$ cat src/cfdec_pkg.sv
// Constants and types for the configuration byte decoder
package cfdec_pkg;

  // Clock rate
  localparam int CLK_PERIOD_NS = 10;

  // Configuration space addresses
  localparam logic [21:0] CFG_ADDR_CORE_OSC_SLEEP  = 22'h300000;
  localparam logic [21:0] CFG_ADDR_OSC_SELECT      = 22'h300001;
  localparam logic [21:0] CFG_ADDR_BROWNOUT_PWRUP  = 22'h300002;
  localparam logic [21:0] CFG_ADDR_WATCHDOG        = 22'h300003;

  // Implemented bits of each byte
  localparam logic [7:0] MASK_CORE_OSC_SLEEP = 8'h5d;
  localparam logic [7:0] MASK_OSC_SELECT     = 8'hdf;
  localparam logic [7:0] MASK_BROWNOUT_PWRUP = 8'h7f;
  localparam logic [7:0] MASK_WATCHDOG       = 8'h7f;

  // Field positions
  localparam int EXT_INSTR_BIT  = 6;
  localparam int SOSC_LSB       = 3;
  localparam int LFOSC_PWR_BIT  = 2;
  localparam int REG_SRC_BIT    = 0;
  localparam int TWO_SPEED_BIT  = 7;
  localparam int CLK_MON_BIT    = 6;
  localparam int PLL_CFG_BIT    = 4;
  localparam int OSC_SEL_LSB    = 0;
  localparam int BOR_PWR_LSB    = 5;
  localparam int BOR_V_LSB      = 3;
  localparam int BOR_EN_LSB     = 1;
  localparam int PWRUP_N_BIT    = 0;
  localparam int WDT_PS_LSB     = 2;
  localparam int WDT_EN_LSB     = 0;

  // Secondary oscillator and two-bit mode codes
  localparam logic [1:0] SOSC_HIGH    = 2'h3;
  localparam logic [1:0] SOSC_DIGITAL = 2'h2;
  localparam logic [1:0] SOSC_LOW     = 2'h1;
  localparam logic [1:0] MODE_ALWAYS  = 2'h3;
  localparam logic [1:0] MODE_HI      = 2'h2;
  localparam logic [1:0] MODE_LO      = 2'h1;
  localparam logic [1:0] BOR_PWR_ZERO = 2'h3;

  // Power levels reported for the primary oscillator
  localparam logic [1:0] PWR_NONE = 2'h0;
  localparam logic [1:0] PWR_LOW  = 2'h1;
  localparam logic [1:0] PWR_MED  = 2'h2;
  localparam logic [1:0] PWR_HIGH = 2'h3;

  // Brown-out thresholds in millivolts
  localparam logic [11:0] BOR_MV_1V8 = 12'h708;
  localparam logic [11:0] BOR_MV_2V0 = 12'h7d0;
  localparam logic [11:0] BOR_MV_2V7 = 12'ha8c;
  localparam logic [11:0] BOR_MV_3V0 = 12'hbb8;

  // Watchdog base period and largest postscale code
  localparam int WDT_BASE_MS = 4;
  localparam int WDT_BASE_CYC = WDT_BASE_MS * 1000000 / CLK_PERIOD_NS;
  localparam logic [4:0] WDT_PS_MAX = 5'h14;

  // Primary oscillator families
  typedef enum logic [2:0] {
    OSC_LP, OSC_XT, OSC_HS, OSC_EXT_RC, OSC_INT_RC, OSC_EXT_CLK
  } cfdec_osc_kind_t;

endpackage

$ cat src/cfdec_top.sv
// Configuration byte store access and decode into static controls
// Notes on behaviour
// - Extended instruction bit enables set extension
// - Secondary oscillator two-bit mode decode
// - Low-frequency oscillator sleep power select
// - Sleep regulator follows chosen runtime bit
// - Two-speed start-up enable bit
// - Fail-safe clock monitor enable bit
// - Config PLL bit enables the PLL, ORed with runtime bit
// - Internal oscillator PLL only by runtime bit
// - External clock codes, power and clock out
// - Remaining oscillator codes decode
// - Brown-out power level or zero-power detector
// - Brown-out trip voltage select
// - Brown-out enable mode with software bit
// - Power-up timer enable is active low
// - Power-up timer independent of brown-out
// - Watchdog postscale ratio, codes above reserved
// - Watchdog enable mode with software bit
// - Unimplemented bits read as zero
// - Bytes reached only by table operations
`timescale 1ns/10ps

module cfdec_top
  import cfdec_pkg::*;
#(
  parameter int WDT_BASE_CYCLES = cfdec_pkg::WDT_BASE_CYC
) (
  input  wire logic                        clk_i,
  input  wire logic                        rstn_i,
  input  wire logic [21:0]                 tbl_addr_i,
  input  wire logic                        tbl_rd_i,
  input  wire logic                        tbl_wr_i,
  input  wire logic [7:0]                  tbl_wdata_i,
  output logic      [7:0]                  tbl_rdata_o,
  output logic                             tbl_rvalid_o,
  input  wire logic [3:0][7:0]             nvm_bytes_i,
  output logic                             nvm_wr_o,
  output logic      [1:0]                  nvm_wr_idx_o,
  output logic      [7:0]                  nvm_wr_data_o,
  input  wire logic                        sleep_i,
  input  wire logic                        runtime_regulator_sleep_ctrl_i,
  input  wire logic                        runtime_retention_ctrl_i,
  input  wire logic                        runtime_pll_enable_i,
  input  wire logic                        software_brownout_enable_i,
  input  wire logic                        software_watchdog_enable_i,
  output logic                             cfg_valid_o,
  output logic                             ext_instr_enable_o,
  output logic                             sosc_high_power_o,
  output logic                             sosc_low_power_o,
  output logic                             secondary_clock_input_o,
  output logic                             sosc_reserved_o,
  output logic                             lf_osc_sleep_high_power_o,
  output logic                             sleep_regulator_ctrl_o,
  output logic                             ulp_regulator_enable_o,
  output logic                             two_speed_startup_enable_o,
  output logic                             clock_monitor_enable_o,
  output logic                             pll_active_o,
  output cfdec_pkg::cfdec_osc_kind_t       osc_kind_o,
  output logic      [1:0]                  osc_power_o,
  output logic                             osc_clkout_enable_o,
  output logic                             osc_code_invalid_o,
  output logic                             zero_power_brownout_detector_o,
  output logic      [1:0]                  brownout_power_level_o,
  output logic      [11:0]                 brownout_trip_mv_o,
  output logic                             brownout_active_o,
  output logic                             software_brownout_honored_o,
  output logic                             powerup_timer_enable_o,
  output logic      [4:0]                  watchdog_postscale_o,
  output logic                             watchdog_postscale_reserved_o,
  output logic      [39:0]                 watchdog_period_cycles_o,
  output logic                             watchdog_active_o,
  output logic                             software_watchdog_honored_o
);

  import cfdec_pkg::*;

  ////////////////////////////////////////////////////////////////////////
  // State

  typedef struct packed {
    logic            loaded;
    logic [3:0][7:0] cfg;
    logic [7:0]      rdata;
    logic            rvalid;
    logic            nvm_wr;
    logic [1:0]      wr_idx;
    logic [7:0]      wr_data;
    logic            ext_instr;
    logic            sosc_hi;
    logic            sosc_lo;
    logic            sosc_dig;
    logic            sosc_rsvd;
    logic            lfosc_hi;
    logic            reg_ctrl;
    logic            ulp_reg;
    logic            two_speed;
    logic            clk_mon;
    logic            pll_act;
    cfdec_osc_kind_t osc_kind;
    logic [1:0]      osc_pwr;
    logic            clkout;
    logic            osc_inv;
    logic            zp_bor;
    logic [1:0]      bor_pwr;
    logic [11:0]     bor_mv;
    logic            bor_act;
    logic            bor_sw;
    logic            pwrup_en;
    logic [4:0]      wdt_ps;
    logic            wdt_rsvd;
    logic [39:0]     wdt_cyc;
    logic            wdt_act;
    logic            wdt_sw;
  } cfdec_state_t;

  cfdec_state_t st_r;
  cfdec_state_t st_nxt;

  // Implemented-bit mask of one byte
  function automatic logic [7:0] byte_mask(input logic [1:0] idx);
    logic [7:0] m;
    m = 8'h00;
    unique case (idx)
      2'h0: m = MASK_CORE_OSC_SLEEP;
      2'h1: m = MASK_OSC_SELECT;
      2'h2: m = MASK_BROWNOUT_PWRUP;
      2'h3: m = MASK_WATCHDOG;
    endcase
    return m;
  endfunction

  logic            tbl_hit;
  logic [1:0]      tbl_idx;
  logic [7:0]      b0;
  logic [7:0]      b1;
  logic [7:0]      b2;
  logic [7:0]      b3;
  logic [3:0]      osc_sel;
  logic [1:0]      bor_en;
  logic [1:0]      wdt_en;
  logic [1:0]      bor_v;

  // Table address decode over the four configuration bytes
  assign tbl_hit = (tbl_addr_i[21:2] == CFG_ADDR_CORE_OSC_SLEEP[21:2]);
  assign tbl_idx = tbl_addr_i[1:0];

  // Captured bytes and their fields
  assign b0     = st_r.cfg[0];
  assign b1     = st_r.cfg[1];
  assign b2     = st_r.cfg[2];
  assign b3     = st_r.cfg[3];
  assign osc_sel = b1[OSC_SEL_LSB+:4];
  assign bor_en = b2[BOR_EN_LSB+:2];
  assign bor_v  = b2[BOR_V_LSB+:2];
  assign wdt_en = b3[WDT_EN_LSB+:2];

  ////////////////////////////////////////////////////////////////////////
  // Next state

  always_comb begin
    st_nxt        = st_r;
    st_nxt.rvalid = 1'b0;
    st_nxt.nvm_wr = 1'b0;

    // One capture after reset release, then held
    if (!st_r.loaded) begin
      for (int i = 0; i < 4; i++) begin
        st_nxt.cfg[i] = nvm_bytes_i[i] & byte_mask(2'(i));
      end
      st_nxt.loaded = 1'b1;
    end

    // Table read of the live cells; outside the space reads zero
    if (tbl_rd_i) begin
      st_nxt.rvalid = 1'b1;
      st_nxt.rdata  = tbl_hit ? (nvm_bytes_i[tbl_idx] & byte_mask(tbl_idx))
                              : 8'h00;
    end

    // Table write forwarded to the cell array, one byte at a time
    if (tbl_wr_i && tbl_hit) begin
      st_nxt.nvm_wr  = 1'b1;
      st_nxt.wr_idx  = tbl_idx;
      st_nxt.wr_data = tbl_wdata_i & byte_mask(tbl_idx);
    end

    // Core and sleep controls
    st_nxt.ext_instr = b0[EXT_INSTR_BIT];
    st_nxt.sosc_hi   = b0[SOSC_LSB+:2] == SOSC_HIGH;
    st_nxt.sosc_dig  = b0[SOSC_LSB+:2] == SOSC_DIGITAL;
    st_nxt.sosc_lo   = b0[SOSC_LSB+:2] == SOSC_LOW;
    st_nxt.sosc_rsvd = b0[SOSC_LSB+:2] == 2'h0;
    st_nxt.lfosc_hi  = b0[LFOSC_PWR_BIT];

    // Sleep regulator source
    st_nxt.ulp_reg  = !b0[REG_SRC_BIT];
    st_nxt.reg_ctrl = b0[REG_SRC_BIT] ? runtime_regulator_sleep_ctrl_i
                                      : runtime_retention_ctrl_i;

    // Clock start-up and monitor
    st_nxt.two_speed = b1[TWO_SPEED_BIT];
    st_nxt.clk_mon   = b1[CLK_MON_BIT];

    // Primary oscillator code
    st_nxt.osc_inv = 1'b0;
    st_nxt.clkout  = 1'b0;
    st_nxt.osc_pwr = PWR_NONE;
    unique case (osc_sel)
      4'hd, 4'hc: begin
        st_nxt.osc_kind = OSC_EXT_CLK;
        st_nxt.osc_pwr  = PWR_LOW;
        st_nxt.clkout   = !osc_sel[0];
      end
      4'hb, 4'ha: begin
        st_nxt.osc_kind = OSC_EXT_CLK;
        st_nxt.osc_pwr  = PWR_MED;
        st_nxt.clkout   = !osc_sel[0];
      end
      4'h5, 4'h4: begin
        st_nxt.osc_kind = OSC_EXT_CLK;
        st_nxt.osc_pwr  = PWR_HIGH;
        st_nxt.clkout   = !osc_sel[0];
      end
      4'h9: begin
        st_nxt.osc_kind = OSC_INT_RC;
        st_nxt.clkout   = 1'b1;
      end
      4'h8: st_nxt.osc_kind = OSC_INT_RC;
      4'h7: st_nxt.osc_kind = OSC_EXT_RC;
      4'h6: begin
        st_nxt.osc_kind = OSC_EXT_RC;
        st_nxt.clkout   = 1'b1;
      end
      4'h3: begin
        st_nxt.osc_kind = OSC_HS;
        st_nxt.osc_pwr  = PWR_MED;
      end
      4'h2: begin
        st_nxt.osc_kind = OSC_HS;
        st_nxt.osc_pwr  = PWR_HIGH;
      end
      4'h1: st_nxt.osc_kind = OSC_XT;
      4'h0: st_nxt.osc_kind = OSC_LP;
      default: begin // Undefined codes fall back to LP crystal
        st_nxt.osc_kind = OSC_LP;
        st_nxt.osc_inv  = 1'b1;
      end
    endcase

    // PLL: config bit counts only outside internal RC modes
    if (osc_sel == 4'h9 || osc_sel == 4'h8) begin
      st_nxt.pll_act = runtime_pll_enable_i;
    end else begin
      st_nxt.pll_act = runtime_pll_enable_i | b1[PLL_CFG_BIT];
    end

    // Brown-out detector selection and threshold
    st_nxt.zp_bor  = b2[BOR_PWR_LSB+:2] == BOR_PWR_ZERO;
    st_nxt.bor_pwr = b2[BOR_PWR_LSB+:2];
    unique case (bor_v)
      2'h3: st_nxt.bor_mv = BOR_MV_1V8;
      2'h2: st_nxt.bor_mv = BOR_MV_2V0;
      2'h1: st_nxt.bor_mv = BOR_MV_2V7;
      2'h0: st_nxt.bor_mv = BOR_MV_3V0;
    endcase

    // Brown-out enable mode
    st_nxt.bor_sw = bor_en == MODE_LO;
    unique case (bor_en)
      MODE_ALWAYS: st_nxt.bor_act = 1'b1;
      MODE_HI:     st_nxt.bor_act = !sleep_i;
      MODE_LO:     st_nxt.bor_act = software_brownout_enable_i;
      2'h0:        st_nxt.bor_act = 1'b0;
    endcase

    // Power-up timer from its own bit alone
    st_nxt.pwrup_en = !b2[PWRUP_N_BIT];

    // Watchdog postscale and period
    st_nxt.wdt_ps   = b3[WDT_PS_LSB+:5];
    st_nxt.wdt_rsvd = b3[WDT_PS_LSB+:5] > WDT_PS_MAX;
    st_nxt.wdt_cyc  = st_nxt.wdt_rsvd ? 40'h0
                    : (40'(WDT_BASE_CYCLES) << b3[WDT_PS_LSB+:5]);

    // Watchdog enable mode
    st_nxt.wdt_sw = wdt_en == MODE_HI;
    unique case (wdt_en)
      MODE_ALWAYS: st_nxt.wdt_act = 1'b1;
      MODE_HI:     st_nxt.wdt_act = software_watchdog_enable_i;
      MODE_LO:     st_nxt.wdt_act = !sleep_i;
      2'h0:        st_nxt.wdt_act = 1'b0;
    endcase
  end

  ////////////////////////////////////////////////////////////////////////
  // State register

  always_ff @(posedge clk_i or negedge rstn_i) begin
    if (!rstn_i) begin
      st_r <= '0;
    end else begin
      st_r <= st_nxt;
    end
  end

  ////////////////////////////////////////////////////////////////////////
  // Outputs

  // Table port and cell write strobe
  assign tbl_rdata_o   = st_r.rdata;
  assign tbl_rvalid_o  = st_r.rvalid;
  assign nvm_wr_o      = st_r.nvm_wr;
  assign nvm_wr_idx_o  = st_r.wr_idx;
  assign nvm_wr_data_o = st_r.wr_data;

  // Core, oscillator and regulator controls
  assign cfg_valid_o                = st_r.loaded;
  assign ext_instr_enable_o         = st_r.ext_instr;
  assign sosc_high_power_o          = st_r.sosc_hi;
  assign sosc_low_power_o           = st_r.sosc_lo;
  assign secondary_clock_input_o    = st_r.sosc_dig;
  assign sosc_reserved_o            = st_r.sosc_rsvd;
  assign lf_osc_sleep_high_power_o  = st_r.lfosc_hi;
  assign sleep_regulator_ctrl_o     = st_r.reg_ctrl;
  assign ulp_regulator_enable_o     = st_r.ulp_reg;
  assign two_speed_startup_enable_o = st_r.two_speed;
  assign clock_monitor_enable_o     = st_r.clk_mon;
  assign pll_active_o               = st_r.pll_act;
  assign osc_kind_o                 = st_r.osc_kind;
  assign osc_power_o                = st_r.osc_pwr;
  assign osc_clkout_enable_o        = st_r.clkout;
  assign osc_code_invalid_o         = st_r.osc_inv;

  // Reset and watchdog controls
  assign zero_power_brownout_detector_o = st_r.zp_bor;
  assign brownout_power_level_o         = st_r.bor_pwr;
  assign brownout_trip_mv_o             = st_r.bor_mv;
  assign brownout_active_o              = st_r.bor_act;
  assign software_brownout_honored_o    = st_r.bor_sw;
  assign powerup_timer_enable_o         = st_r.pwrup_en;
  assign watchdog_postscale_o           = st_r.wdt_ps;
  assign watchdog_postscale_reserved_o  = st_r.wdt_rsvd;
  assign watchdog_period_cycles_o       = st_r.wdt_cyc;
  assign watchdog_active_o              = st_r.wdt_act;
  assign software_watchdog_honored_o    = st_r.wdt_sw;
endmodule

$ cat config.mk
export PLATFORM = sky130hd
export DESIGN_NAME = cfdec_top
export DESIGN_NICKNAME = d
export VERILOG_FILES = /design/src/cfdec_pkg.sv /design/src/cfdec_top.sv
export SDC_FILE = /design/constraint.sdc
export NUM_CORES = 1
export LEC_CHECK = 0
export ABC_AREA = 1
export BUFFER_PORTS_ARGS = -buffer_cell sky130_fd_sc_hd__buf_4
export CORE_MARGIN = 5
export CORE_UTILIZATION = 49
export CTS_CLUSTER_DIAMETER = 50
export CTS_CLUSTER_SIZE = 12
export DETAILED_ROUTE_END_ITERATION = 16
export HOLD_SLACK_MARGIN = 0.08
export PLACE_DENSITY = 0.79
export SLEW_MARGIN = 10
export SYNTH_ARGS = -nofsm -noshare
export SYNTH_HDL_FRONTEND = slang
export SYNTH_SLANG_ARGS = --single-unit
$ cat constraint.sdc
create_clock -name clk_i -period 1.86 [get_ports clk_i]
set_input_delay 0.186 -clock clk_i [delete_from_list [all_inputs] [get_ports clk_i]]
set_output_delay 0.186 -clock clk_i [all_outputs]
set_load 0.03 [all_outputs]
==> results by group, run 1 <==
Status
  – Run status: complete, no violations

Power
  – Pwr/cell area: around 1000 nW/um2
  – Power, Total: 7610 uW
  – IR Drop Worst-Case VDD: 538 uV
  – Leakage dissipation: around 0.0039 uW

Cells and area
  – Most frequent standard cell in the layout excluding fill and tap cells: buf_4
  – Number of antenna repair diodes: 0
  – Most frequent cells in the layout: buf_4 (171), nand2_1 (124), dfrtp_1 (118), nor2_1 (58), dlygate4sd3_1 (55)
  – Fill cells: 621
  – Fraction of final layout cells sized beyond drive strength 1: 29.8%
  – Sequential cell area: ~3000 um2
  – Area growth syn-to-layout: 51.1%
  – Combined area of the multi-input logic cells: around 1500 um2
  – Final net count: approximately 820

Clock network
  – CTS Root Buffer Type: clkbuf_8
  – CTS clk-pin slew, worst paths: ~60 ps
  – TritonCTS clock tree: done
  – TritonCTS Buffers: 17
  – Clock insertion delay at the later pin of the skew report: approximately 510 ps
  – Max H-tree Level: 4
  – CTS max path bufs: 2
  – Clk sinks: 121

Worst setup path
  – Worst Reg2Reg Path Length in Cells: 10
  – Data required time of the critical path: 2310 ps
  – Critical path buffers and inverters: 2
  – Kind of start point of the critical path: input port
  – Crit-path most repeated cell: nand2_1
  – Setup CP Type: input port to register
  – Worst-path cell chain: buf_4 > nor2_1 > nand2_1 > nor2_1 > nand2_1 > nor2_2 > nand3_1 > dlygate4sd3_1 > nand2_1
  – Logic depth of the worst setup path including buffers: 9
  – RR Startpoint: b3[3]
  – R2R setup slack: between 150 and 200 ps
  – Cell with the largest stage delay on the worst path: dlygate4sd3_1
  – Cell family contributing the most delay on the critical path: simple AND/OR/NAND/NOR gates
  – Worst Path Arrival: 2210 ps
  – Destination of the worst register-to-register timing path: watchdog_period_cycles_o[33]
  – Worst setup EP type: register
  – Biggest fanout along the worst timing path: 11
  – Max stage delay on crit path: 610 ps

STA
  – F_max: 568 MHz
  – Share of the clock period used by the worst path: a little over nine tenths
  – Shortest period the worst path allows: 1760 ps
  – Worst slew margin: approximately 60%
  – Slew @ Worst Pin: 596 ps
  – Setup TNS: 0 ps
  – Pins Over Slew Limit: 0
  – Worst clock skew on the final layout: 8.11 ps
  – Unrepaired setup endpoints after global routing: false
  – Final count of negative-setup-slack endpoints: 0
  – Hold violation total from the final report: 0

Global routing
  – GRT Residual Overflow: 0
  – Total routing resource utilization after global routing: about a quarter
  – Pin count of the biggest net entering global routing: 38
  – Global-route wire length before repair: 23,100 um
  – Vias in the first global route: between 4,000 and 5,000
  – Initial antenna violation count: 0

Die
  – Top-level port count: 177
  – Die Height: 110 um
  – Area of the core: 9770 um2
  – Starting density of the core: 50.0%
  – Area of the die: around 12,000 um2
  – Number of core rows: 36
  – Floorplan die width: around 110 um

Placement
  – Gp weighted congestion: around 0.88
  – Number of port buffers: 164
  – Total half-perimeter wirelength after legalization and detailed placement: 9050 um

Yosys
  – Distinct cell type count after synthesis: 31
  – Mean area per synthesized cell: 9.48 um2
  – Synthesis Warnings: 0
  – Post-synthesis instance area: roughly 4900 um2
  – Synthesis-stage register bit count: 121
  – Proportion of synthesized chip area in sequential cells: between 60% and 70%
  – Number of standard cells after synthesis: around 520

Routing
  – # DRC: 0
  – Vias after detailed routing: around 4,500
  – Iteration-0 DRC count of the detailed router: 260
  – Routed Antenna Nets: 0
  – Length of the first detailed-routing pass in iterations: 5
  – Wirelength per Cell: 16.6 um
  – Per-cell via count in the routed design: between 5 and 6
  – Final wirelength: 14,700 um

Min path
  – Type of the worst min-delay path: input port to async pin

Flow run
  – MaxCap Viol Count: 0
how the worst max path moves through the flow:
stage / start / end
finish: tbl_addr_i[17] / nvm_wr_data_o[0]
global route: b3[3] / watchdog_period_cycles_o[33]
CTS: b3[2] / watchdog_period_cycles_o[33]
detailed placement: b3[2] / watchdog_period_cycles_o[33]
global placement: b3[2] / watchdog_period_cycles_o[33]
floorplan: b3[2] / watchdog_period_cycles_o[33]
cells by family after synthesis:
family	after synthesis	synth area share (%)
flops	121	61.9
simple gates	218	18.4
other cells	2	0.154
mux	6	1.38
fa+ha+maj	7	1.79
compound gates	77	8.47
buf+inv	85	7.88
registers in the layout, summed over array words and instances, names as in the netlist, 2 cells and up:
register                  count
watchdog_period_cycles_o     33
brownout_trip_mv_o           10
nvm_wr_data_o                 8
tbl_rdata_o                   8
b1                            7
b2                            7
b3                            7
b0                            5
watchdog_postscale_o          5
osc_kind_o                    3
brownout_power_level_o        2
nvm_wr_idx_o                  2
osc_power_o                   2
synth_stat cells:
library cell  count  area [um2]
a211oi_1          3        22.5
a21oi_1          25         125
a31oi_1           1        6.26
buf_1             2        7.51
buf_2            11        55.1
buf_4            12        90.1
buf_6             1        11.3
clkbuf_1          5        18.8
clkinv_1          1        3.75
conb_1            2        7.51
dfrtp_1         121        3030
ha_1              7        87.6
inv_1            49         184
inv_2             4        15.0
mux2_2            6        67.6
nand2_1         124         465
nand3_1          21         105
nand3_4           1        17.5
nand4_1           7        43.8
nor2_1           58         218
nor2_2            1        6.26
nor2_4            2        22.5
nor3_1            2        10.0
o211ai_1          3        22.5
o21a_1            1        7.51
o21ai_0          28         140
o21ai_1          13        65.1
o21ai_2           2        17.5
o31ai_1           1        7.51
or2_1             1        6.26
or2_2             1        6.26
routing by layer:
layer  global-route usage, %  part of all wire (%)  vias to the layer above
met4                    15.2                   4.7                        0
li1                        -                     -                     2057
met2                    41.2                    49                      286
met3                    9.16                    10                       66
met1                    28.9                    36                     2094
met5                       0                     0                        -
stage by stage:
step / instances / setup slack (ps) / cell area, um2 / utilization (%) / hold slack (ps)
after detailed placement: 798 / 136 / 6220 / 63.7 / 191
after global placement: 798 / 232 / 6220 / 63.7 / 180
after floorplan: 524 / 379 / 4920 / - / -110
final: 885 / 99.8 / 7390 / 75.6 / 203
after global routing: 885 / 41.7 / 7390 / 75.6 / 198
after CTS: 884 / 111 / 7380 / 75.5 / 139
area by class of cell:
cell class / instances / share of cell area (%)
Clock inverter: 12 / 2.37
Multi-Input combinational cell: 318 / 20.4
Clock buffer: 19 / 5.84
Sequential cell: 121 / 41.0
Inverter: 54 / 2.74
Timing Repair Buffer: 228 / 25.4
Tap cell: 133 / 2.25
where the power goes:
group | internal (uW) | switching [uW] | total, uW
clock | 2200 | 1140 | 3340
combinational | 512 | 824 | 1340
sequential | 2830 | 100 | 2930
total | 5540 | 2070 | 7610
timing repair:
item,in CTS,in global routing
hold buffers,55,0
endpoints found under the setup margin,0,1
endpoints found under the hold margin,154,0
gates resized for setup,0,3
setup buffers,0,1
(Power assumes the default switching activity.)
==> run 2, diff against run 1 <==
--- a/config.mk
+++ b/config.mk
@@ -7,7 +7,7 @@
 export LEC_CHECK = 0
 export ABC_AREA = 1
 export BUFFER_PORTS_ARGS = -buffer_cell sky130_fd_sc_hd__buf_4
-export CORE_MARGIN = 5
+export CORE_MARGIN = 2
 export CORE_UTILIZATION = 49
 export CTS_CLUSTER_DIAMETER = 50
 export CTS_CLUSTER_SIZE = 12
==> run 2 against run 1 <==
Compared with the run above: combinational power barely moved; global-route usage grew 2.0 points; final cell count is the same; die area is 11% lower; largest power group unchanged.
==> results by group, run 2 (same netlist as run 1, synthesis figures left out) <==
Cells and area
  – Most frequent cells in the layout: buf_4 (172), nand2_1 (124), dfrtp_1 (119), nor2_1 (58), dlygate4sd3_1 (54)
  – Final cell count without fillers: 885
  – Number of flip-flops under the largest register name: 33
  – Fraction of final layout cells sized beyond drive strength 1: 29.8%
  – Final net count: 818
  – Area growth syn-to-layout: 49.9%
  – Non-Filler Cell Area, Final: between 7000 and 8000 um2
  – Number of antenna repair diodes: 0
  – Most frequent standard cell in the layout excluding fill and tap cells: buf_4

Placement
  – Placed cell area: roughly 6200 um2
  – Number of port buffers: 164
  – Total half-perimeter wirelength after legalization and detailed placement: approximately 9000 um
  – Number of placed instances, taps included: 799
  – Gp weighted congestion: ~0.86

STA
  – Worst slew margin: 61.8%
  – Setup TNS: 0 ps
  – Share of the clock period used by the worst path: roughly 93%
  – Shortest period the worst path allows: 1730 ps
  – Slew @ Worst Pin: ~570 ps
  – Pins Over Slew Limit: 0
  – Worst clock skew on the final layout: about 7 ps
  – Final count of negative-setup-slack endpoints: 0
  – Hold violation total from the final report: 0
  – Unrepaired setup endpoints after global routing: false
  – F_max: slightly below 600 MHz
  – Final Hold Slack: 216 ps

Worst setup path
  – Worst-path cell chain: buf_4 > nor2_1 > nand2_1 > nor2_1 > nand2_1 > nor2_2 > nand3_1 > dlygate4sd3_1 > nand2_1
  – Max stage delay on crit path: 610 ps
  – Cell with the largest stage delay on the worst path: dlygate4sd3_1
  – Kind of start point of the critical path: input port
  – Biggest fanout along the worst timing path: 11
  – Cell family contributing the most delay on the critical path: simple AND/OR/NAND/NOR gates
  – Data required time of the critical path: 2310 ps
  – Critical path buffers and inverters: 2
  – Worst Path Arrival: 2170 ps
  – Crit-path most repeated cell: nand2_1
  – Worst setup EP type: register
  – Setup CP Type: input port to register

Routing
  – Vias after detailed routing: 4,466
  – Routed Antenna Nets: 0
  – Wirelength per Cell: 16.1 um
  – Iteration-0 DRC count of the detailed router: 278
  – Length of the first detailed-routing pass in iterations: 5
  – Final wirelength: 14,200 um
  – Per-cell via count in the routed design: 5.05
  – # DRC: 0

Die
  – Area of the die: 10,800 um2
  – Area of the core: 9730 um2
  – Top-level port count: about 180
  – Die Height: just over 100 um
  – Starting density of the core: between 50% and 60%
  – Floorplan die width: 104 um
  – Number of core rows: 36

Power
  – Leakage dissipation: 0.00385 uW
  – IR Drop Worst-Case VDD: 730 uV
  – Power, Total: 7370 uW
  – Pwr/cell area: 1010 nW/um2

Clock network
  – Clock insertion delay at the later pin of the skew report: 510 ps
  – CTS max path bufs: 2
  – Clk sinks: 121
  – TritonCTS Buffers: 17
  – CTS clk-pin slew, worst paths: 60 ps
  – TritonCTS clock tree: done
  – Max H-tree Level: 4
  – Setup Fix Bufs, Post-CTS: 0
  – CTS Root Buffer Type: clkbuf_8

Flow run
  – MaxCap Viol Count: 0

Min path
  – Type of the worst min-delay path: input port to async pin

Global routing
  – Vias in the first global route: about 4,700
  – Pin count of the biggest net entering global routing: 47
  – Global-route wire length before repair: roughly 23,000 um
  – Total routing resource utilization after global routing: a little over a quarter
  – GRT Residual Overflow: 0
  – Initial antenna violation count: 0

Status
  – Run status: complete, no violations
run 2: metrics by stage:
stage               worst slack [ps]  utilization [%]
floorplan                        379                -
global placement                 227             63.9
detailed placement               186             63.9
CTS                              162             75.3
global route                    6.05             75.4
finish                           133             75.4
run 2: path summary, 6_finish.rpt:
kind / from / endpoint / slack (ps) / depth (start not counted)
worst max-delay path: tbl_addr_i[15] / nvm_wr_data_o[2] / 130 / 9
worst min-delay path: rstn_i / watchdog_period_cycles_o[7] / 220 / 2
worst max register to register: b3[3] / watchdog_period_cycles_o[32] / 190 / 5
worst min register to register: b1[6] / clock_monitor_enable_o / 380 / 0
max in group asynchronous: rstn_i / brownout_power_level_o[1] / 970 / 3
min in group clk_i: tbl_addr_i[18] / nvm_wr_idx_o[0] / 220 / 6
run 2: layer usage:
metal / GRT usage (%) / wire length (um) / up-vias
met2: 48.4 / 7340 / 266
met5: 0 / 0 / -
met4: 11.2 / 414 / 0
li1: - / - / 2057
met3: 8.52 / 1150 / 41
met1: 31.0 / 5330 / 2102
run 2: area by class of cell:
type / count / area (um2)
clock buffers: 20 / 445
clock inverters: 12 / 125
fillers: 661 / 2400
inverters: 54 / 203
multi-input cells: 318 / 1510
flip-flops and latches: 121 / 3030
well taps: 133 / 166
repair buffers: 227 / 1850
run 2: power breakdown:
group	switching (uW)	internal, uW
sequential	104	2830
clock	1140	1960
combinational	825	508
total	2070	5300
run 2: worst reg2reg max path: cells and delay by family (launching register included):
family / cells / cell delay [ps]
buffers and inverters: 1 / 150
adders and majority gates: 1 / 230
AOI/OAI and AO/OA: 1 / 220
and+or+nand+nor: 2 / 540
DFF: 1 / 440
run 2: timing repair:
item,CTS,global route
endpoints found under the hold margin,85,0
gates resized for setup,0,3
setup endpoints to repair,0,2
hold buffers,54,0
